### src/verilog/capture_defines.svh
// Constants for the command, address and write-data capture link
`ifndef CAPTURE_DEFINES_SVH
`define CAPTURE_DEFINES_SVH
`define LOC_W 22
`define BANK_W 3
`define DATA_W 36
`define HALF_W 18
`define FIFO_DEPTH 8
`define FIFO_AW 3
`define DIV_HALF 3'h5
`define DK_PHASE 3'h2
`define OP_HOLD 4'hF
`endif

### src/verilog/capture_pkg.sv
// Types shared by the capture link ends
`default_nettype none
`include "capture_defines.svh"
package capture_pkg;
  typedef enum logic [1:0] {CMD_NOP = 2'h0, CMD_WRITE = 2'h1, CMD_READ = 2'h3, CMD_LOAD_CFG = 2'h2} cmd_t;
  typedef enum logic [1:0] {WIDTH_X9 = 2'h0, WIDTH_X18 = 2'h1, WIDTH_X36 = 2'h3} width_t;
  typedef enum logic [1:0] {ST_IDLE = 2'h0, ST_CMD = 2'h1, ST_BEAT0 = 2'h3, ST_BEAT1 = 2'h2} host_state_t;
endpackage : capture_pkg
`default_nettype wire

### src/verilog/capture_link_if.sv
// Pin-level link between controller and memory device
`timescale 1ns/1ns
`default_nettype none
`include "capture_defines.svh"
interface capture_link_if;
  logic inClk;
  logic selectN;
  logic writeCmdN;
  logic refreshCmdN;
  logic [`LOC_W-1:0] location_inputs;
  logic [`BANK_W-1:0] bank_select_inputs;
  logic [1:0] write_capture_clk;
  logic [1:0] write_capture_clk_inv;
  logic [`DATA_W-1:0] dataIn;
  logic write_mask;
  modport ctrl (output inClk, selectN, writeCmdN, refreshCmdN, location_inputs, bank_select_inputs,
    write_capture_clk, write_capture_clk_inv, dataIn, write_mask);
  modport mem (input inClk, selectN, writeCmdN, refreshCmdN, location_inputs, bank_select_inputs,
    write_capture_clk, write_capture_clk_inv, dataIn, write_mask);
endinterface : capture_link_if
`default_nettype wire

### src/verilog/mem_capture.sv
// Memory device end: command, address and DDR write-data capture
`timescale 1ns/1ns
`default_nettype none
`include "capture_defines.svh"
module mem_capture (
  // Clock and reset
  input wire logic clk,
  input wire logic rst,
  // Configuration
  input wire capture_pkg::width_t widthMode,
  // Link
  capture_link_if.mem link,
  // Decoded command out
  output logic cmdValid,
  output capture_pkg::cmd_t cmdCode,
  output logic [`LOC_W-1:0] cmdLocation,
  output logic [`BANK_W-1:0] cmdBank,
  output logic [`LOC_W-1:0] cfgValue,
  output logic busy,
  // Captured write data out
  output logic beatValid,
  input wire logic beatReady,
  output logic [`DATA_W-1:0] beatData,
  output logic overflow
);
  // ****************************************
  // Input synchronisers
  // ****************************************
  // Strobes, location and data share the clock's latency so they stay aligned
  logic ckS1, ckS2, ckS3;
  logic [1:0] dkS1, dkS2, dkS3, dkiS1, dkiS2, dkiS3;
  logic [4:0] cS1, cS2;
  logic [`LOC_W-1:0] locS1, locS2;
  logic [`BANK_W-1:0] bankS1, bankS2;
  logic [`DATA_W-1:0] datS1, datS2;
  always_ff @(posedge clk) begin
    ckS1 <= link.inClk;
    ckS2 <= ckS1;
    ckS3 <= ckS2;
    dkS1 <= link.write_capture_clk;
    dkS2 <= dkS1;
    dkS3 <= dkS2;
    dkiS1 <= link.write_capture_clk_inv;
    dkiS2 <= dkiS1;
    dkiS3 <= dkiS2;
    cS1 <= {link.selectN, link.writeCmdN, link.refreshCmdN, link.write_mask, 1'b0};
    cS2 <= cS1;
    locS1 <= link.location_inputs;
    locS2 <= locS1;
    bankS1 <= link.bank_select_inputs;
    bankS2 <= bankS1;
    datS1 <= link.dataIn;
    datS2 <= datS1;
  end
  logic ckRise;
  logic [1:0] dkEdge;
  assign ckRise = ckS2 && !ckS3;
  // Either edge of the true or complement phase marks a beat
  assign dkEdge = (dkS2 ^ dkS3) | (dkiS2 ^ dkiS3);
  // ****************************************
  // Pin command decode
  // ****************************************
  // Strobes are active low; both low together is a read
  capture_pkg::cmd_t pinCmd;
  always_comb begin
    if (!cS2[3] && !cS2[2]) begin
      pinCmd = capture_pkg::CMD_READ;
    end else if (!cS2[3]) begin
      pinCmd = capture_pkg::CMD_WRITE;
    end else if (!cS2[2]) begin
      pinCmd = capture_pkg::CMD_LOAD_CFG;
    end else begin
      pinCmd = capture_pkg::CMD_NOP;
    end
  end
  // ****************************************
  // Command decode
  // ****************************************
  logic next_cmdValid;
  capture_pkg::cmd_t next_cmdCode;
  logic [`LOC_W-1:0] next_cmdLocation, next_cfgValue, locMasked;
  logic [`BANK_W-1:0] next_cmdBank;
  logic [3:0] opCount, next_opCount;
  always_comb begin
    locMasked = locS2;
    // Reserved upper lines carry no function in the widest mode
    if (widthMode == capture_pkg::WIDTH_X36) begin
      locMasked[`LOC_W-1:`LOC_W-2] = 2'h0;
    end
    next_cmdValid = 1'b0;
    next_cmdCode = cmdCode;
    next_cmdLocation = cmdLocation;
    next_cmdBank = cmdBank;
    next_cfgValue = cfgValue;
    next_opCount = (opCount != 4'h0) ? opCount - 4'h1 : 4'h0;
    // Deselected cycles leave the op counter running down
    if (ckRise && !cS2[4] && pinCmd != capture_pkg::CMD_NOP) begin
      next_cmdCode = pinCmd;
      next_cmdValid = 1'b1;
      next_cmdBank = bankS2;
      next_opCount = `OP_HOLD;
      if (pinCmd == capture_pkg::CMD_LOAD_CFG) begin
        next_cfgValue = locMasked;
      end else begin
        next_cmdLocation = locMasked;
      end
    end
  end
  always_ff @(posedge clk) begin
    if (rst) begin
      cmdValid <= 1'b0;
      cmdCode <= capture_pkg::CMD_NOP;
      cmdLocation <= '0;
      cmdBank <= '0;
      cfgValue <= '0;
      opCount <= 4'h0;
    end else begin
      cmdValid <= next_cmdValid;
      cmdCode <= next_cmdCode;
      cmdLocation <= next_cmdLocation;
      cmdBank <= next_cmdBank;
      cfgValue <= next_cfgValue;
      opCount <= next_opCount;
    end
  end
  // ****************************************
  // Status
  // ****************************************
  assign busy = opCount != 4'h0;
  // ****************************************
  // Write data capture
  // ****************************************
  logic [`DATA_W-1:0] word, next_word;
  logic [1:0] have, next_have;
  logic push, next_push, next_overflow, pushReady;
  logic [1:0] needHalves;
  always_comb begin
    next_word = word;
    next_have = have;
    next_push = 1'b0;
    next_overflow = overflow;
    needHalves = (widthMode == capture_pkg::WIDTH_X36) ? 2'h3 : 2'h1;
    // One mask covers both halves, so a word arrives whole or not at all
    if (widthMode == capture_pkg::WIDTH_X36) begin
      if (dkEdge[0] && !cS2[1]) begin
        next_word[`HALF_W-1:0] = datS2[`HALF_W-1:0];
        next_have[0] = 1'b1;
      end
      // Upper half follows the upper clock, under the same mask, in the widest mode
      if (dkEdge[1] && !cS2[1]) begin
        next_word[`DATA_W-1:`HALF_W] = datS2[`DATA_W-1:`HALF_W];
        next_have[1] = 1'b1;
      end
    end else if (dkEdge[0] && !cS2[1]) begin
      next_word = datS2;
      next_have = 2'h1;
    end
    // A completed word enters the buffer on the following cycle
    if (next_have == needHalves) begin
      next_push = 1'b1;
      next_have = 2'h0;
      if (!pushReady) begin
        next_overflow = 1'b1;
      end
    end
  end
  always_ff @(posedge clk) begin
    if (rst) begin
      word <= '0;
      have <= 2'h0;
      push <= 1'b0;
      overflow <= 1'b0;
    end else begin
      word <= next_word;
      have <= next_have;
      push <= next_push;
      overflow <= next_overflow;
    end
  end
  // Beats cannot be paused on the pins; a full FIFO is flagged sticky
  word_fifo #(.WIDTH(`DATA_W), .DEPTH(`FIFO_DEPTH), .AW(`FIFO_AW)) dataFifo (
    .clk(clk),
    .rst(rst),
    .inValid(push),
    .inReady(pushReady),
    .inData(word),
    .outValid(beatValid),
    .outReady(beatReady),
    .outData(beatData)
  );
endmodule : mem_capture
`default_nettype wire

### src/verilog/word_fifo.sv
// Small synchronous FIFO with valid/ready on both sides
`timescale 1ns/1ns
`default_nettype none
module word_fifo #(
  parameter int WIDTH = 36,
  parameter int DEPTH = 8,
  parameter int AW = 3
) (
  // Clock and reset
  input wire logic clk,
  input wire logic rst,
  // Fill side
  input wire logic inValid,
  output logic inReady,
  input wire logic [WIDTH-1:0] inData,
  // Drain side
  output logic outValid,
  input wire logic outReady,
  output logic [WIDTH-1:0] outData
);
  logic [WIDTH-1:0] mem [DEPTH];
  logic [AW:0] wrPtr, rdPtr, next_wrPtr, next_rdPtr;
  logic doWr, doRd;
  assign inReady = (wrPtr - rdPtr) != (AW+1)'(DEPTH);
  assign outValid = wrPtr != rdPtr;
  assign outData = mem[rdPtr[AW-1:0]];
  assign doWr = inValid && inReady;
  assign doRd = outValid && outReady;
  always_comb begin
    next_wrPtr = wrPtr + (AW+1)'(doWr);
    next_rdPtr = rdPtr + (AW+1)'(doRd);
  end
  always_ff @(posedge clk) begin
    if (rst) begin
      wrPtr <= '0;
      rdPtr <= '0;
    end else begin
      wrPtr <= next_wrPtr;
      rdPtr <= next_rdPtr;
    end
  end
  always_ff @(posedge clk) begin
    if (doWr) begin
      mem[wrPtr[AW-1:0]] <= inData;
    end
  end
endmodule : word_fifo
`default_nettype wire
### src/flat_wrapper.sv
// flat-port wrapper written by rule: the top's interface ports become plain ports
module mem_capture_flat 
  (clk, rst, widthMode, cmdValid, cmdCode, cmdLocation, cmdBank, cfgValue, busy, beatValid, beatReady, beatData, overflow, link_inClk, link_selectN, link_writeCmdN, link_refreshCmdN, link_location_inputs, link_bank_select_inputs, link_write_capture_clk, link_write_capture_clk_inv, link_dataIn, link_write_mask);
  capture_link_if link_i ();
  input wire logic clk;
  input wire logic rst;
  input wire capture_pkg::width_t widthMode;
  output logic cmdValid;
  output capture_pkg::cmd_t cmdCode;
  output logic [`LOC_W-1:0] cmdLocation;
  output logic [`BANK_W-1:0] cmdBank;
  output logic [`LOC_W-1:0] cfgValue;
  output logic busy;
  output logic beatValid;
  input wire logic beatReady;
  output logic [`DATA_W-1:0] beatData;
  output logic overflow;
  input wire logic [$bits(link_i.inClk)-1:0] link_inClk;
  input wire logic [$bits(link_i.selectN)-1:0] link_selectN;
  input wire logic [$bits(link_i.writeCmdN)-1:0] link_writeCmdN;
  input wire logic [$bits(link_i.refreshCmdN)-1:0] link_refreshCmdN;
  input wire logic [$bits(link_i.location_inputs)-1:0] link_location_inputs;
  input wire logic [$bits(link_i.bank_select_inputs)-1:0] link_bank_select_inputs;
  input wire logic [$bits(link_i.write_capture_clk)-1:0] link_write_capture_clk;
  input wire logic [$bits(link_i.write_capture_clk_inv)-1:0] link_write_capture_clk_inv;
  input wire logic [$bits(link_i.dataIn)-1:0] link_dataIn;
  input wire logic [$bits(link_i.write_mask)-1:0] link_write_mask;
  assign link_i.inClk = link_inClk;
  assign link_i.selectN = link_selectN;
  assign link_i.writeCmdN = link_writeCmdN;
  assign link_i.refreshCmdN = link_refreshCmdN;
  assign link_i.location_inputs = link_location_inputs;
  assign link_i.bank_select_inputs = link_bank_select_inputs;
  assign link_i.write_capture_clk = link_write_capture_clk;
  assign link_i.write_capture_clk_inv = link_write_capture_clk_inv;
  assign link_i.dataIn = link_dataIn;
  assign link_i.write_mask = link_write_mask;
  mem_capture u_core (.clk(clk), .rst(rst), .widthMode(widthMode), .link(link_i), .cmdValid(cmdValid), .cmdCode(cmdCode), .cmdLocation(cmdLocation), .cmdBank(cmdBank), .cfgValue(cfgValue), .busy(busy), .beatValid(beatValid), .beatReady(beatReady), .beatData(beatData), .overflow(overflow));
endmodule
### config.mk
export PLATFORM = sky130hd
export DESIGN_NAME = mem_capture_flat
export DESIGN_NICKNAME = d
export VERILOG_FILES = /design/src/verilog/capture_pkg.sv /design/src/verilog/capture_link_if.sv /design/src/verilog/mem_capture.sv /design/src/verilog/word_fifo.sv /design/src/flat_wrapper.sv
export VERILOG_INCLUDE_DIRS = /design/src /design/src/verilog
export SDC_FILE = /design/constraint.sdc
export NUM_CORES = 1
export LEC_CHECK = 0
export BUFFER_PORTS_ARGS = -buffer_cell sky130_fd_sc_hd__clkbuf_2
export CORE_ASPECT_RATIO = 1.4
export CORE_UTILIZATION = 55
export DETAILED_ROUTE_END_ITERATION = 12
export PLACE_DENSITY = 0.8
export SETUP_SLACK_MARGIN = 0.02
export SLEW_MARGIN = 20
export SYNTH_ARGS = -nofsm -noshare
export SYNTH_HDL_FRONTEND = slang
export SYNTH_HIERARCHICAL = 1
export SYNTH_SLANG_ARGS = --single-unit
### constraint.sdc
create_clock -name clk -period 13 [get_ports clk]
set_input_delay 2.6 -clock clk [delete_from_list [all_inputs] [get_ports clk]]
set_output_delay 2.6 -clock clk [all_outputs]
set_load 0.01 [all_outputs]
-- Word level (Yosys, flattened, before mapping)
Memory sizes are Yosys's and may differ from the RTL's. A register that Yosys moved wholly into a read port is not among the register bits.
Index checks and enable logic that the tools add are counted.
- flip-flop bits (word level): 247
- RAM bits: 288
- bits of input ports: 75
- output and inout port bits: 89
- logic and storage cells: 87
- memories: 1
- $add $sub $neg: 4
- equality and inequality tests: 6
- mux-type cells: 20
- bitwise logic cells: 5
- reduce and logical (&&, ||, !) cells: 21
- memories (memory ; words ; bits a word ; rd ports ; clocked after memory_dff ; write ports ; line ; RTL):
    u_core.dataFifo.mem ; 8 ; 36 ; 1 ; 1 ; 1 ; word_fifo.sv:21 ; logic [WIDTH-1:0] mem [DEPTH];
- operator list (operator ; count):
    $mux 36 ; 2
    $mux 18 ; 2
    $mux 2 ; 7
    $add 4x1->4 ; 2
    $logic_and 1x1->1 ; 8
    $mux 4 ; 2
    $reduce_and 2->1 ; 4
    $mux 1 ; 6
    $logic_not 1->1 ; 5
    $eq 2x2->1 const B ; 2
    $ne 4x4->1 ; 1
    $ne 4x4->1 const B ; 1
    $reduce_bool 2->1 ; 2
    $reduce_bool 4->1 ; 1
    $sub 4x1->4 const B ; 1
    $sub 4x4->4 ; 1
    $xor 2x2->2 ; 2
    $mux 3 ; 1
    $eq 2x2->1 ; 1
    $ne 2x2->1 const B ; 1
    $not 1->1 ; 2
    $or 2x2->2 ; 1
    $reduce_or 2->1 ; 1

-- Longest topological paths before layout
Gate-level depths: netlist (run 1).
- depth in word-level cells: 7
- depth in mapped cells: 13
- gate-level depth less buffers: 11

-- By module
The synthesis (run 1) kept the hierarchy.
- by module, submodules not included (module ; instances ; cells an instance ; area each (um2)):
    word_fifo ; 1 ; 549 ; 11324.6
    mem_capture ; 1 ; 536 ; 6357.3

-- Least setup slack after synthesis (run 1)
OpenSTA, ideal clock, no wires.
- kind: register to register
- from: register u_core.dataFifo.rdPtr[1]
- to: memory u_core.dataFifo.mem[0][0], enable pin
- setup time: 532 ps
- arrival time: 5377 ps
- setup slack: 7091 ps
- cell stages (with the launch flop): 9
- buffers on the path: 2
- cell sequence: dfxtp_1 > clkbuf_1 > buf_2 > inv_1 > ha_1 > nand3b_1 > a21boi_1 > nor4_4 > nor4b_1
- cells in the longest elaborated chain, start to end: 5
- ends and longest elaborated chain (element ; line ; RTL):
    start, declared ; word_fifo.sv:22 ; logic [AW:0] wrPtr, rdPtr, next_wrPtr, next_rdPtr;
    start signal, assigned ; word_fifo.sv:39 ; rdPtr <= next_rdPtr;
    $sub 4x4->4 ; word_fifo.sv:24 ; assign inReady = (wrPtr - rdPtr) != (AW+1)'(DEPTH);
    $ne 4x4->1 ; word_fifo.sv:24 ;
    $logic_and 1x1->1 ; word_fifo.sv:27 ; assign doWr = inValid && inReady;
    $mux 1 ; word_fifo.sv:43 ; if (doWr) begin
    $mux 1 (not written as such) ; word_fifo.sv:44 ; mem[wrPtr[AW-1:0]] <= inData;
    end, declared ; word_fifo.sv:21 ;
Every way passes these cells.

==> results.md, run 1 <==
- Static timing analysis puts the maximum clock frequency at 175 MHz.
- The number of clock sinks is 535.
- After synthesis, the netlist uses 47 different library cells.
- The proportion of netlist area held by the largest area contributor is between 40% and 50%.
- The total number of vias is between 9k and 10k.
- Counting every net in the synthesized netlist gives approximately 1.2k.
- In the final timing run, aggregate negative setup slack is 0 ps.
- The clock transition at the registers of the reported paths is 60 ps.
- The leakage power is around 7.7 nW.
- By area the synthesized netlist is led by sky130_fd_sc_hd__edfxtp_1 (49%), sky130_fd_sc_hd__dfxtp_1 (28%), sky130_fd_sc_hd__mux4_2 (9.2%).
- Max-cap violations in this run came to 0.
- The first detailed-routing pass took 5 iterations.
- The destination of the worst hold path is u_core/datS2[30]$_DFF_P_.
- TritonCTS built the clock tree.
- The part of the cycle the worst path needs is between 40% and 50%.
- The flow ran to the end, and the final reports show no timing, DRC or antenna violations.
- The total setup buffers inserted after CTS is 0.
- The total of endpoints with negative setup slack in the final report is 0.
- The via count of the first global-routing pass is just under 10k.
- The min-delay analysis places its worst path in the category reg -> reg.
- The number of hold buffers added after CTS was 0.
- In the layout the commonest cells are sky130_fd_sc_hd__edfxtp_1 (288), sky130_fd_sc_hd__dfxtp_1 (244), sky130_fd_sc_hd__nand2_1 (234).
- roughly 160 I/O pins were placed.
- Detailed placement finished with a half-perimeter wire length of ~19000 um.
- For this design the ratio of total power to cell area is approximately 180 nW/um^2.
- The combined global-route utilization of all metal layers is around a fifth.
- For the worst setup path, the data required time is roughly 10000 ps.
- The met3 capacity usage during global routing is under 10%.
- The worst register-to-register path has a setup slack of 8450 ps.
- STA classifies the critical path endpoint as a primary output.
- The congestion estimate from routability-driven global placement came to approximately 0.75.
- The transition time at the pin with the least slew margin is ~1100 ps.
- Leaving out fill and tap cells, the most frequent cell in the layout is sky130_fd_sc_hd__edfxtp_1.
- For met1 alone, demand over resource in global routing was a little under a quarter.
- In the final layout, the share of cells above drive strength 1 is a little over a quarter.
- Port buffering added 163 buffers.
- The number of hold violations in the final report is 0.
- The number of antenna repair diodes is 0.
- The y dimension of the die is between 200 and 250 um.
- The region available for standard cell placement spans 31600 sq um.
- Subtracting the final worst setup slack from the clock period gives 5700 ps.
- The number of synthesized register bits is approximately 540.
- The area growth from synthesis to layout is 16.1%.
- The hold path depth is 0.
- Once detail routing completed, the nets flagged for antenna violations numbered 0.
- The total of warnings raised by yosys is 6.
- The largest net degree at the start of global routing is between 80 and 90.
- The largest vdd supply drop is 0.130 mV.
- The CTS H-tree depth is 2.
- The final-report max-slew violation count is 0.
- The count of cells resized by post-cts repair is 0.
- The post-route DRC violation count is 0.
- After synthesis, the share of flip-flops with an asynchronous set or reset is 0%.
- The global-route wire length before repair is approximately 52000 um.
- The largest fanout on the critical path is 46.
- The number of cells on the worst reg-to-reg path is 7.
- The destination of the worst register-to-register timing path is u_core/dataFifo/mem[7][18]$_DFFE_PP_.
- After filler insertion, the fill cell instance count of the layout stands at 2156.
- The post-detailed-route wirelength per cell is approximately 20 um.
- The post-detailed-route via-to-cell ratio is roughly 5.4.
- The design draws 3.62 mW.
- In this run the tightest slew margin relative to its limit is 24.6%.
- Summed over all layers, the global routing overflow is 0.
- The effective utilization at floorplan is between 50% and 60%.
- The source-to-sink clock delay at the later pin of the worst-skew pair is about 550 ps.
- The initial antenna violation count is 0.
- The DRC violation total after the first TritonRoute iteration is ~570.
- The setup clock skew after layout is between 9 and 10 ps.
- Data on the critical path arrives at its endpoint at around 3100 ps.
- Of all cell types, the one taking the most synthesized area is sky130_fd_sc_hd__edfxtp_1.
- The met2 layer usage reported by global route is about two fifths.
- The die extent in x is between 150 and 200 um.
- The worst register-to-register path begins at u_core/dataFifo/rdPtr[2]$_SDFF_PP0_.
- After synthesis the cells add up to 17700 sq um.
- The startpoint identified for the worst hold timing path is u_core/datS1[30]$_DFF_P_.
- The busiest metal layer after global routing is met2.
- A synthesized cell averages between 15 and 20 sq um.
- The count of flip-flops with a built-in enable after synthesis is between 200 and 300.
- Wires add up to between 30000 and 40000 um.
- The die covers ~33000 sq um.
- The cell at the root of the clock tree is sky130_fd_sc_hd__clkbuf_16.
- The gate count after technology mapping is 1085.
- After the last flow step, the layout net total stands at approximately 1.3k.
- Sequential cells were found to cover just under 80% of the synthesized design area.
- The type of the worst setup path is reg -> out.
- The initialized floorplan defines between 70 and 80 standard-cell rows.
- The maximum count of clock buffers along a single path is 3.
- The commonest register cell after synthesis is sky130_fd_sc_hd__edfxtp_1.
- The element type at the critical path start is a flop.
- In this run, CTS created clock tree buffers numbering 47.
- Setup repair after global routing left no endpoint under its margin.
## power breakdown
| part | switching [mW] | internal (mW) | leakage [nW] | total, mW |
|---|---|---|---|---|
| Sequential | 0.0556 | 1.85 | 4.71 | 1.90 |
| Clock | 0.577 | 0.833 | 0.795 | 1.41 |
| Combinational | 0.152 | 0.158 | 2.16 | 0.310 |
| Total | 0.784 | 2.84 | 7.67 | 3.62 |
## worst max-delay path, cell delays in order (launching register included)
cell and delay [ps]:
sky130_fd_sc_hd__dfxtp_4 740, sky130_fd_sc_hd__buf_4 820, sky130_fd_sc_hd__mux4_2 600, sky130_fd_sc_hd__nand2_1 90
sky130_fd_sc_hd__nand2_1 120, sky130_fd_sc_hd__clkbuf_2 150
## registers in the layout, indices dropped and copies added (netlist names), 3 cells and up
name	cells
u_core/word	36
u_core/locS1	22
u_core/datS1	36
u_core/datS2	36
u_core/bankS1	3
u_core/cS2	4
u_core/bankS2	3
u_core/dataFifo/rdPtr	4
u_core/cS1	4
u_core/opCount	4
u_core/cmdBank	3
u_core/cfgValue	22
u_core/dataFifo/wrPtr	4
u_core/dataFifo/mem	288
u_core/locS2	22
u_core/cmdLocation	22
## worst max path at each step
stage / start / end
after global placement: u_core/dataFifo/rdPtr[0]$_SDFF_PP0_ / beatData[7]
after floorplan: u_core/dataFifo/rdPtr[1]$_SDFF_PP0_ / u_core/dataFifo/mem[0][0]$_DFFE_PP_
final: u_core/dataFifo/rdPtr[0]$_SDFF_PP0_ / beatData[7]
after CTS: u_core/dataFifo/rdPtr[0]$_SDFF_PP0_ / beatData[7]
after detailed placement: u_core/dataFifo/rdPtr[0]$_SDFF_PP0_ / beatData[7]
after global routing: u_core/dataFifo/rdPtr[0]$_SDFF_PP0_ / beatData[7]
## cell type report
class / count / area, sq um / share of cell area [%]
clock buffer: 74 / 1500 / 7.30
clock inverter: 12 / 114 / 0.555
inverter: 5 / 18.8 / 0.0914
multi-input combinational: 495 / 3860 / 18.8
sequential: 535 / 13600 / 66.3
tap: 395 / 494 / 2.41
timing repair buffer: 180 / 943 / 4.60
## Yosys cell counts, drive strengths merged, types with 2 or more instances
master  count
buf        33
ha          7
a21oi      52
edfxtp    288
xor2        2
nand3b      2
inv         5
and3        2
o21ai       3
a31oi       2
dfxtp     247
nand2     234
mux2i      39
nor4        2
or3b        2
mux4       72
nor2       31
nand3       6
o31ai       2
and2        2
clkbuf     17
nor2b       8
xnor2       8
a21boi      2
nor3b       4
## per-stage QoR
step	setup slack [ps]	hold WS (ps)	area, sq um	instances	util, %
2_1_floorplan	7090	310	17700	1085	-
3_3_place_gp	7780	310	18900	1610	59.9
3_5_place_dp	7760	312	18900	1610	59.9
4_1_cts	7150	327	20500	1696	65.0
5_1_grt	7020	329	20500	1696	65.0
6_report	7300	325	20500	1696	65.0
## per-layer routing
layer | share of wire, % | up-vias | wire (um)
met3 | 7.0 | 56 | 2360
met1 | 38 | 4604 | 12600
li1 | - | 4283 | -
met2 | 53 | 269 | 17800
met5 | 0 | - | 0
met4 | 2.3 | 0 | 760
## logic make-up after synthesis
family | count (synthesis) | synth area share [%]
xor+xnor | 10 | 0.495
buf+inv | 55 | 1.61
flops | 535 | 76.9
fa+ha+maj | 7 | 0.495
simple gates | 300 | 7.06
compound gates | 67 | 2.08
mux | 111 | 11.4
Power figures use the tool's default switching activity.
==> run 2: changes to the inputs <==
--- a/config.mk
+++ b/config.mk
@@ -8,7 +8,7 @@
 export LEC_CHECK = 0
 export BUFFER_PORTS_ARGS = -buffer_cell sky130_fd_sc_hd__clkbuf_2
 export CORE_ASPECT_RATIO = 1.4
-export CORE_UTILIZATION = 55
+export CORE_UTILIZATION = 53
 export DETAILED_ROUTE_END_ITERATION = 12
 export PLACE_DENSITY = 0.8
 export SETUP_SLACK_MARGIN = 0.02
==> constraint.sdc (replaced) <==
create_clock -name clk -period 5.21 [get_ports clk]
set_input_delay 1.042 -clock clk [delete_from_list [all_inputs] [get_ports clk]]
set_output_delay 1.042 -clock clk [all_outputs]
set_load 0.01 [all_outputs]
==> run 2 against run 1 <==
  * Routed wire length up 0.39%
  * Worst hold slack worse by 3.7 ps
  * Final cell count up 2.6%
  * Design area up 0.10%
  * First-iteration DRC count down 6.3%
  * Critical path depth unchanged
  * Power up 150%
  * Via count up 0.96%
  * Critical endpoint is now beatData[2]
  * Combinational power rose to 2.6 times the previous value
  * Largest cell class unchanged
==> results.md, run 2 (synthesis gave the netlist of run 1 again) <==
- The setup clock skew after layout came to 17.2 ps (was 9.69 ps).
- The clock tree from TritonCTS is yes (unchanged).
- The largest net degree at the start of global routing was 78 (was 85).
- The power spent charging and discharging nets is 1.95 mW (was 0.784 mW).
- The sequential share of power is 52.7% (was 52.5%).
- Chain of cells forming the critical path: buf_12 > mux4_2 > nand2_1 > nand2_1 > clkbuf_2 (was buf_4 > mux4_2 > nand2_1 > nand2_1 > clkbuf_2).
- The number of clock sinks is 535 (unchanged).
- The met1 usage is 23.1% (was 23.2%).
- The post-layout net count came to 1346 (unchanged).
- The headroom to the max-slew limit came to 28.4% (was 24.6%).
- The number of antenna repair diodes is 0 (unchanged).
- The largest vdd supply drop is 0.299 mV (was 0.130 mV).
- The met2 layer usage reported by global route is 36.4% (was 38.6%).
- The fill cell total of the finished layout came to 2281 (was 2156).
- The post-route DRC violation count was 0 (unchanged).
- The total power after layout came to 8.95 mW (was 3.62 mW).
- The most used cell along the critical path is sky130_fd_sc_hd__nand2_1 (unchanged).
- The commonest non-fill, non-tap cell in the layout is sky130_fd_sc_hd__edfxtp_1 (unchanged).
- The initial antenna violation count came to 0 (unchanged).
- The maximum cell stage delay along the critical path was 580 ps (was 820 ps).
- Dividing the final minimum period by the clock period gives 69.7%.
- The combined global-route utilization of all metal layers is 20.4% (was 21.0%).
- The number of flip-flops under the largest register name was 288 (unchanged).
- The clock transition at the registers of the reported paths is 70 ps (was 60 ps).
- The number of buffers created by CTS is 47 (unchanged).
- The signal arrival time at the worst endpoint was 2590 ps (was 3100 ps).
- The leakage power is 7.64 nW (was 7.67 nW).
- The cell with the biggest individual delay on the critical path was sky130_fd_sc_hd__dfxtp_4 (was sky130_fd_sc_hd__buf_4).
- Unrepaired setup endpoints after global routing: no (unchanged).
- The worst path buffer plus inverter count is 2 (unchanged).
- The placer congestion estimate is 0.789 (was 0.752).
- The number of hold violations in the final report was 0 (unchanged).
- The y dimension of the die was 218 um (was 214 um).
- The post-route worst hold slack came to 321 ps (was 325 ps).
- The start point of the worst hold path is u_core/datS1[33]$_DFF_P_ (was u_core/datS1[30]$_DFF_P_).
- The post-detailed-route via-to-cell ratio is 5.34 (was 5.43).
- The cell at the root of the clock tree is sky130_fd_sc_hd__clkbuf_16 (unchanged).
- The overall routed net length was 33700 um (was 33500 um).
- The accumulated negative setup slack is 0 ps (unchanged).
- The CTS H-tree depth is 2 (unchanged).
- The type of element capturing the critical path is a primary output (unchanged).
- Commonest non-fill, non-tap cells in the layout: sky130_fd_sc_hd__edfxtp_1 (288), sky130_fd_sc_hd__dfxtp_1 (244), sky130_fd_sc_hd__nand2_1 (234) (unchanged).
- The destination of the worst register-to-register timing path is u_core/dataFifo/mem[4][16]$_DFFE_PP_ (was u_core/dataFifo/mem[7][18]$_DFFE_PP_).
- The number of placement rows is 78 (was 77).
- The signed area change from the synthesized netlist to the final layout came to 16.2% (was 16.1%).
- The number of optimization iterations in the first detailed-route pass was 5 (unchanged).
- The busiest metal layer after global routing is met2 (unchanged).
- The cell class contributing the biggest share of worst-path delay is flip-flops (was buffers and inverters).
- The switching part of the total power is 21.8% (was 21.7%).
- The source of the worst register-to-register timing path is u_core/dataFifo/rdPtr[2]$_SDFF_PP0_ (unchanged).
- The required time at the endpoint of the critical path came to 4170 ps (was 10400 ps).
- Status: complete, no violations (unchanged).
- The standard cell core area is 32600 sq um (was 31600 sq um).
- The setup slack after layout was 1580 ps (was 7300 ps).
- The total number of vias is 9300 (was 9212).
- The global-route wire length before repair is 52700 um (was 52400 um).
- The register-to-register setup slack was 1740 ps (was 8450 ps).
- The type of the worst setup path was reg -> out (unchanged).
- The post-placement setup slack is 1800 ps (was 7760 ps).
- The number of hold buffers added after CTS is 0 (unchanged).
- The area of the die came to 34100 sq um (was 32900 sq um).
- The worst hold-check path type is reg -> reg (unchanged).
- The source-to-sink clock delay at the later pin of the worst-skew pair is 550 ps (about the same).
- The relative contribution of combinational cells to total power is 9.1% (was 8.6%).
- The die extent in x is 156 um (was 154 um).
- The number of cells on the worst reg-to-reg path is 7 (unchanged).
- The hold path depth came to 0 (unchanged).
- The count of cells resized by post-cts repair is 0 (unchanged).
- The effective utilization at floorplan came to 54.2% (was 56.0%).
- The count of boundary I/O pins is 164 (unchanged).
- The clock share of power is 38.2% (was 38.9%).
- The fraction of final layout cells with drive strength greater than 1 came to 26.2% (was 26.5%).
- The met3 capacity usage during global routing came to 5.18% (was 5.70%).
- The element type at the critical path start is a flop (unchanged).
- The largest fanout on the critical path came to 58 (was 46).
- The post-detailed-route wirelength per cell was 19.4 um (was 19.8 um).
- The total of max-cap violations came to 0 (unchanged).
- The post-layout instance count excluding filler cells came to 1740 (was 1696).
- The total setup buffers inserted after CTS is 0 (unchanged).
- The placed wire-length estimate after detailed placement was 19500 um (was 19400 um).
- The via count of the first global-routing pass is 9807 (was 9811).
- The internal power is 7.00 mW (was 2.84 mW).
- The DRC violation total after the first TritonRoute iteration came to 531 (was 567).
- The power per unit of standard cell area is 436 nW/um^2 (was 176 nW/um^2).
- The maximum count of clock buffers along a single path came to 3 (unchanged).
- Static timing analysis puts the maximum clock frequency at between 200 and 300 MHz.
- The number of cells after detailed placement came to 1655 (was 1610).
- The post-route minimum period is approximately 3600 ps.
- The number of nets with antenna violations after detailed routing is 0 (unchanged).
- The destination of the worst hold path was u_core/datS2[33]$_DFF_P_ (was u_core/datS2[30]$_DFF_P_).
- The final-report max-slew violation count came to 0 (unchanged).
- The total of endpoints with negative setup slack in the final report came to 0 (unchanged).
- The total overflow reported by the global router came to 0 (unchanged).
- The number of port buffers came to 163 (unchanged).
- The transition time at the pin with the least slew margin came to 1070 ps (was 1130 ps).
[run 2: cell count changes in the layout (fill, tap and decap cells not counted), sizes merged]
cell	previous run	this run
bufinv	2	1
clkbuf	236	240
clkinv	8	5
clkinvlp	1	0
[run 2: cell type report]
cell class	count	area [sq um]	area share (%)
clock buffers	78	1480	7.22
multi-input cells	495	3870	18.9
well taps	440	551	2.68
inverters	5	18.8	0.0913
flip-flops and latches	535	13600	66.2
repair buffers	180	956	4.65
clock inverters	7	63.8	0.311
[run 2: how the worst max path moves through the flow]
| stage | start | to | slack [ps] | cells past startpoint |
|---|---|---|---|---|
| finish | u_core/dataFifo/rdPtr[0]$_SDFF_PP0_ | beatData[2] | 1580 | 5 |
| global route | u_core/dataFifo/rdPtr[0]$_SDFF_PP0_ | beatData[7] | 1440 | 5 |
| CTS | u_core/dataFifo/rdPtr[0]$_SDFF_PP0_ | beatData[2] | 1520 | 5 |
| detailed placement | u_core/dataFifo/rdPtr[2]$_SDFF_PP0_ | u_core/dataFifo/mem[4][14]$_DFFE_PP_ | 1800 | 7 |
| global placement | u_core/dataFifo/rdPtr[2]$_SDFF_PP0_ | u_core/dataFifo/mem[4][16]$_DFFE_PP_ | 1910 | 7 |
| floorplan | u_core/dataFifo/rdPtr[1]$_SDFF_PP0_ | u_core/dataFifo/mem[6][0]$_DFFE_PP_ | 420 | 8 |
[run 2: power groups by stage]
| stage | Clock, mW | Sequential [mW] | Combinational (mW) |
|---|---|---|---|
| floorplan | 0 | 4.76 | 0.604 |
| global placement | 0 | 4.80 | 0.811 |
| detailed placement | 0 | 4.81 | 0.824 |
| CTS | 3.48 | 4.72 | 0.831 |
| global route | 3.65 | 4.74 | 0.883 |
| finish | 3.42 | 4.72 | 0.811 |
[run 2: routing by layer]
metal,wire length [um],part of all wire [%]
met5,0,0
met4,1030,3.1
met1,12600,37
met3,2600,7.7
met2,17400,52
[run 2: metrics by stage]
stage                     utilization [%]  instance area [sq um]
after CTS                            63.0                  20500
after global placement               58.3                  19000
after floorplan                         -                  17700
after detailed placement             58.3                  19000
final                                63.0                  20500
after global routing                 63.0                  20500
==> run 3: changes to the inputs <==
--- a/config.mk
+++ b/config.mk
@@ -6,6 +6,7 @@
 export SDC_FILE = /design/constraint.sdc
 export NUM_CORES = 1
 export LEC_CHECK = 0
+export ABC_AREA = 1
 export BUFFER_PORTS_ARGS = -buffer_cell sky130_fd_sc_hd__clkbuf_2
 export CORE_ASPECT_RATIO = 1.4
 export CORE_UTILIZATION = 53
==> constraint.sdc (replaced) <==
create_clock -name clk -period 2.95 [get_ports clk]
set_input_delay 0.59 -clock clk [delete_from_list [all_inputs] [get_ports clk]]
set_output_delay 0.59 -clock clk [all_outputs]
set_load 0.01 [all_outputs]
==> run 3 against run 2 <==
  * Critical path depth increased by 2
  * Die area is 2.4% higher
  * Sequential cell count stayed put
  * Critical endpoint is now beatData[16]
  * Utilization is 0.15 points lower
  * Largest power group unchanged
  * Design area rose by 2.2%
  * Combinational power is 150% higher
==> results.md, run 3 <==
- The maximum cell stage delay along the critical path was 440 ps (was 580 ps).
- The number of nets with antenna violations after detailed routing was 0 (unchanged).
- The standard cell core area was 33400 sq um (was 32600 sq um).
- The total setup buffers inserted after CTS came to 0 (unchanged).
- The post-synthesis instance area is 18100 sq um (was 17700 sq um).
- The post-detailed-route wirelength per cell is 17.3 um (was 19.4 um).
- The post-placement setup slack was 585 ps (was 1800 ps).
- The worst hold-check path type is in -> reg (was reg -> reg).
- Commonest non-fill, non-tap cells in the layout: sky130_fd_sc_hd__edfxtp_1 (288), sky130_fd_sc_hd__nor2_1 (285), sky130_fd_sc_hd__dfxtp_1 (245) (was sky130_fd_sc_hd__edfxtp_1 (288), sky130_fd_sc_hd__dfxtp_1 (244), sky130_fd_sc_hd__nand2_1 (234)).
- In the finished design, the share of the clock period the worst path needs comes to between 90% and 100%.
- The largest vdd supply drop was 0.644 mV (was 0.299 mV).
- The required time at the endpoint of the critical path is 2360 ps (was 4170 ps).
- The count of different cell masters after synthesis is 31 (was 47).
- Status: complete, no violations (unchanged).
- The total of warnings raised by yosys was 6 (unchanged).
- The placed wire-length estimate after detailed placement was 21600 um (was 19500 um).
- The total of max-cap violations is 0 (unchanged).
- The setup clock skew after layout is 22.3 ps (was 17.2 ps).
- The multi-input gate area in the final layout is 3890 sq um (was 3870 sq um).
- The y dimension of the die was 221 um (was 218 um).
- The placer congestion estimate is 0.789 (about the same).
- The multiplexer fraction of the synthesized cell area is 0% (was 11.4%).
- The number of hold violations in the final report is 0 (unchanged).
- The number of synthesized register bits is 535 (unchanged).
- The total area of sequential cells came to 13600 sq um (about the same).
- The total of endpoints with negative setup slack in the final report is 0 (unchanged).
- The signed area change from the synthesized netlist to the final layout is 16.0% (was 16.2%).
- The commonest register cell after synthesis is sky130_fd_sc_hd__edfxtp_1 (unchanged).
- Unrepaired setup endpoints after global routing: no (unchanged).
- The initial antenna violation count is 0 (unchanged).
- The largest fanout on the critical path is 72 (was 58).
- Most area-consuming cells after synthesis: sky130_fd_sc_hd__edfxtp_1 (48%), sky130_fd_sc_hd__dfxtp_1 (27%), sky130_fd_sc_hd__nor2_1 (6.1%) (was sky130_fd_sc_hd__edfxtp_1 (49%), sky130_fd_sc_hd__dfxtp_1 (28%), sky130_fd_sc_hd__mux4_2 (9.2%)).
- The largest net degree at the start of global routing is 75 (was 78).
- The adder and majority gate portion of the synthesized area is 0.483% (was 0.495%).
- The transition time at the pin with the least slew margin is 854 ps (was 1070 ps).
- The gate count after technology mapping came to 1535 (was 1085).
- The post-route core utilization is 62.9% (was 63.0%).
- The number of clock sinks was 535 (unchanged).
- The number of antenna repair diodes is 0 (unchanged).
- The headroom to the max-slew limit is 42.9% (was 28.4%).
- The number of port buffers is 163 (unchanged).
- The leakage power came to 8.22 nW (was 7.64 nW).
- The via count of the first global-routing pass is 12.0k (was 9807).
- The final-report max-slew violation count came to 0 (unchanged).
- The number of placement rows is 79 (was 78).
- The CTS H-tree depth is 2 (unchanged).
- The signal arrival time at the worst endpoint is 2240 ps (was 2590 ps).
- The largest family of logic cells by synthesized area is simple AND/OR/NAND/NOR gates (was multiplexers).
- The DRC violation total after the first TritonRoute iteration was 898 (was 531).
- The post-synthesis share of cell area spent on and, or, nand and nor gates is 11.9% (was 7.06%).
- The post-route DRC violation count is 0 (unchanged).
- The power per unit of standard cell area is 787 nW/um^2 (was 436 nW/um^2).
- The number of flip-flops under the largest register name is 288 (unchanged).
- The mean instance size in the synthesized netlist is 11.8 sq um (was 16.3 sq um).
- The element type at the critical path start was a flop (unchanged).
- The setup slack after layout is 124 ps (was 1580 ps).
- The cell at the root of the clock tree is sky130_fd_sc_hd__clkbuf_16 (unchanged).
- The count of boundary I/O pins is 164 (unchanged).
- The number of buffers created by CTS came to 45 (was 47).
- The commonest non-fill, non-tap cell in the layout is sky130_fd_sc_hd__edfxtp_1 (unchanged).
- The global-route wire length before repair is 59800 um (was 52700 um).
- The number of hold buffers added after CTS is 0 (unchanged).
- The most frequently used cell type in the post-synthesis netlist is sky130_fd_sc_hd__nor2_1 (was sky130_fd_sc_hd__edfxtp_1).
- The total overflow reported by the global router is 0 (unchanged).
- The post-route worst hold slack is 132 ps (was 321 ps).
- The count of flip-flops with a built-in enable after synthesis is 288 (unchanged).
- The overall routed net length is 37600 um (was 33700 um).
- Most common library cells after synthesis: sky130_fd_sc_hd__nor2_1 (293), sky130_fd_sc_hd__edfxtp_1 (288), sky130_fd_sc_hd__dfxtp_1 (247) (was sky130_fd_sc_hd__edfxtp_1 (288), sky130_fd_sc_hd__dfxtp_1 (247), sky130_fd_sc_hd__nand2_1 (234)).
- The share of synthesized registers carrying an async set or reset is 0% (unchanged).
- The synthesized-area fraction occupied by ao, oa, aoi and oai cells is 8.70% (was 2.08%).
- The number of optimization iterations in the first detailed-route pass is 7 (was 5).
- The effective utilization at floorplan was 54.2% (about the same).
- The combined global-route utilization of all metal layers was 22.1% (was 20.4%).
- The most used cell along the critical path is sky130_fd_sc_hd__nand2_1 (unchanged).
- The fill cell total of the finished layout is 2456 (was 2281).
- The cell with the biggest individual delay on the critical path is sky130_fd_sc_hd__buf_6 (was sky130_fd_sc_hd__dfxtp_4).
- The worst path buffer plus inverter count is 3 (was 2).
- The area of the die is 34900 sq um (was 34100 sq um).
- The xor-xnor portion of the synthesized cell area is 0.0967% (was 0.495%).
- The cell type with the highest aggregate area in the netlist is sky130_fd_sc_hd__edfxtp_1 (unchanged).
- The type of element capturing the critical path was a primary output (unchanged).
- The die extent in x came to 158 um (was 156 um).
- The accumulated negative setup slack is 0 ps (unchanged).
- The post-detailed-route via-to-cell ratio is 5.39 (was 5.34).
- The cell class contributing the biggest share of worst-path delay is buffers and inverters (was flip-flops).
- The total number of vias was 11.7k (was 9300).
- The post-route minimum period is 2830 ps.
- Chain of cells forming the critical path: clkinv_1 > buf_6 > o21ai_0 > o22ai_1 > nand2_1 > nand2_1 > clkbuf_2 (was buf_12 > mux4_2 > nand2_1 > nand2_1 > clkbuf_2).
- The clock tree from TritonCTS was yes (unchanged).
- The fraction of final layout cells with drive strength greater than 1 is 16.8% (was 26.2%).
- The clock transition at the registers of the reported paths was 70 ps (about the same).
- The count of cells resized by post-cts repair is 4 (was 0).
- The sequential fraction of the synthesis area is 75.0% (was 76.9%).
- The post-layout net count is 1770 (was 1346).
- The proportion of netlist area held by the largest area contributor is 47.7% (was 48.9%).
- The type of the worst setup path is reg -> out (unchanged).
- The maximum count of clock buffers along a single path is 3 (unchanged).
- The highest clock frequency the design can meet is 354 MHz.
- The total nets after synthesis came to 1617 (was 1167).
- The source-to-sink clock delay at the later pin of the worst-skew pair was 560 ps (was 550 ps).
[run 3: cell types whose count changed in the layout (fill, tap and decap cells not counted), moves of 9 or more]
cell                       change
sky130_fd_sc_hd__o21ai_0     +163
sky130_fd_sc_hd__mux2i_1      -39
sky130_fd_sc_hd__a21oi_1      -22
sky130_fd_sc_hd__mux4_2       -72
sky130_fd_sc_hd__inv_1        +52
sky130_fd_sc_hd__nand2_1      -22
sky130_fd_sc_hd__nor2_1      +255
sky130_fd_sc_hd__clkbuf_1     -11
sky130_fd_sc_hd__o22ai_1      +72
sky130_fd_sc_hd__nand3_1      +32
sky130_fd_sc_hd__o21ai_1      +23
sky130_fd_sc_hd__nor2_4        +9
[run 3: final timing paths]
check	end	from	cells past startpoint	slack, ps
max	beatData[16]	u_core/dataFifo/rdPtr[1]$_SDFF_PP0_	7	120
min	u_core/datS1[19]$_DFF_P_	link_dataIn[19]	1	130
max reg2reg	u_core/dataFifo/wrPtr[2]$_SDFF_PP0_	u_core/dataFifo/wrPtr[2]$_SDFF_PP0_	11	540
min reg2reg	u_core/datS2[13]$_DFF_P_	u_core/datS1[13]$_DFF_P_	0	320
[run 3: cell type report]
type                            count  area share, %
Timing Repair Buffer              189           5.44
Clock inverter                     22           1.20
Sequential cell                   535           64.7
Tap cell                          445           2.65
Multi-Input combinational cell    855           18.5
Clock buffer                       62           6.34
Inverter                           62           1.14
[run 3: cell families (layout without fill, tap and decap cells)]
logic type,Yosys count,count (layout)
compound gates,294,294
xor+xnor,2,2
fa+ha+maj,7,7
buf+inv,145,335
flops,535,535
simple gates,552,552
[run 3: metrics by stage]
step,std cells,power (mW),cell area (sq um)
6_report,2170,16.5,21000
3_5_place_dp,2086,10.5,19400
5_1_grt,2170,17.2,21000
4_1_cts,2170,16.6,21000
3_3_place_gp,2086,10.4,19400
2_1_floorplan,1535,9.82,18100
[run 3: power breakdown]
part / internal [mW] / switching (mW)
clock network: 3.62 / 2.56
logic: 0.660 / 1.33
registers: 8.17 / 0.193
[run 3: layer usage]
metal | global-route usage (%) | vias to the layer above | routed length, um
li1 | - | 5542 | -
met3 | 5.13 | 91 | 3140
met1 | 25.9 | 5589 | 14300
met5 | 0 | - | 0
met2 | 38.6 | 484 | 19000
met4 | 9.65 | 0 | 1170
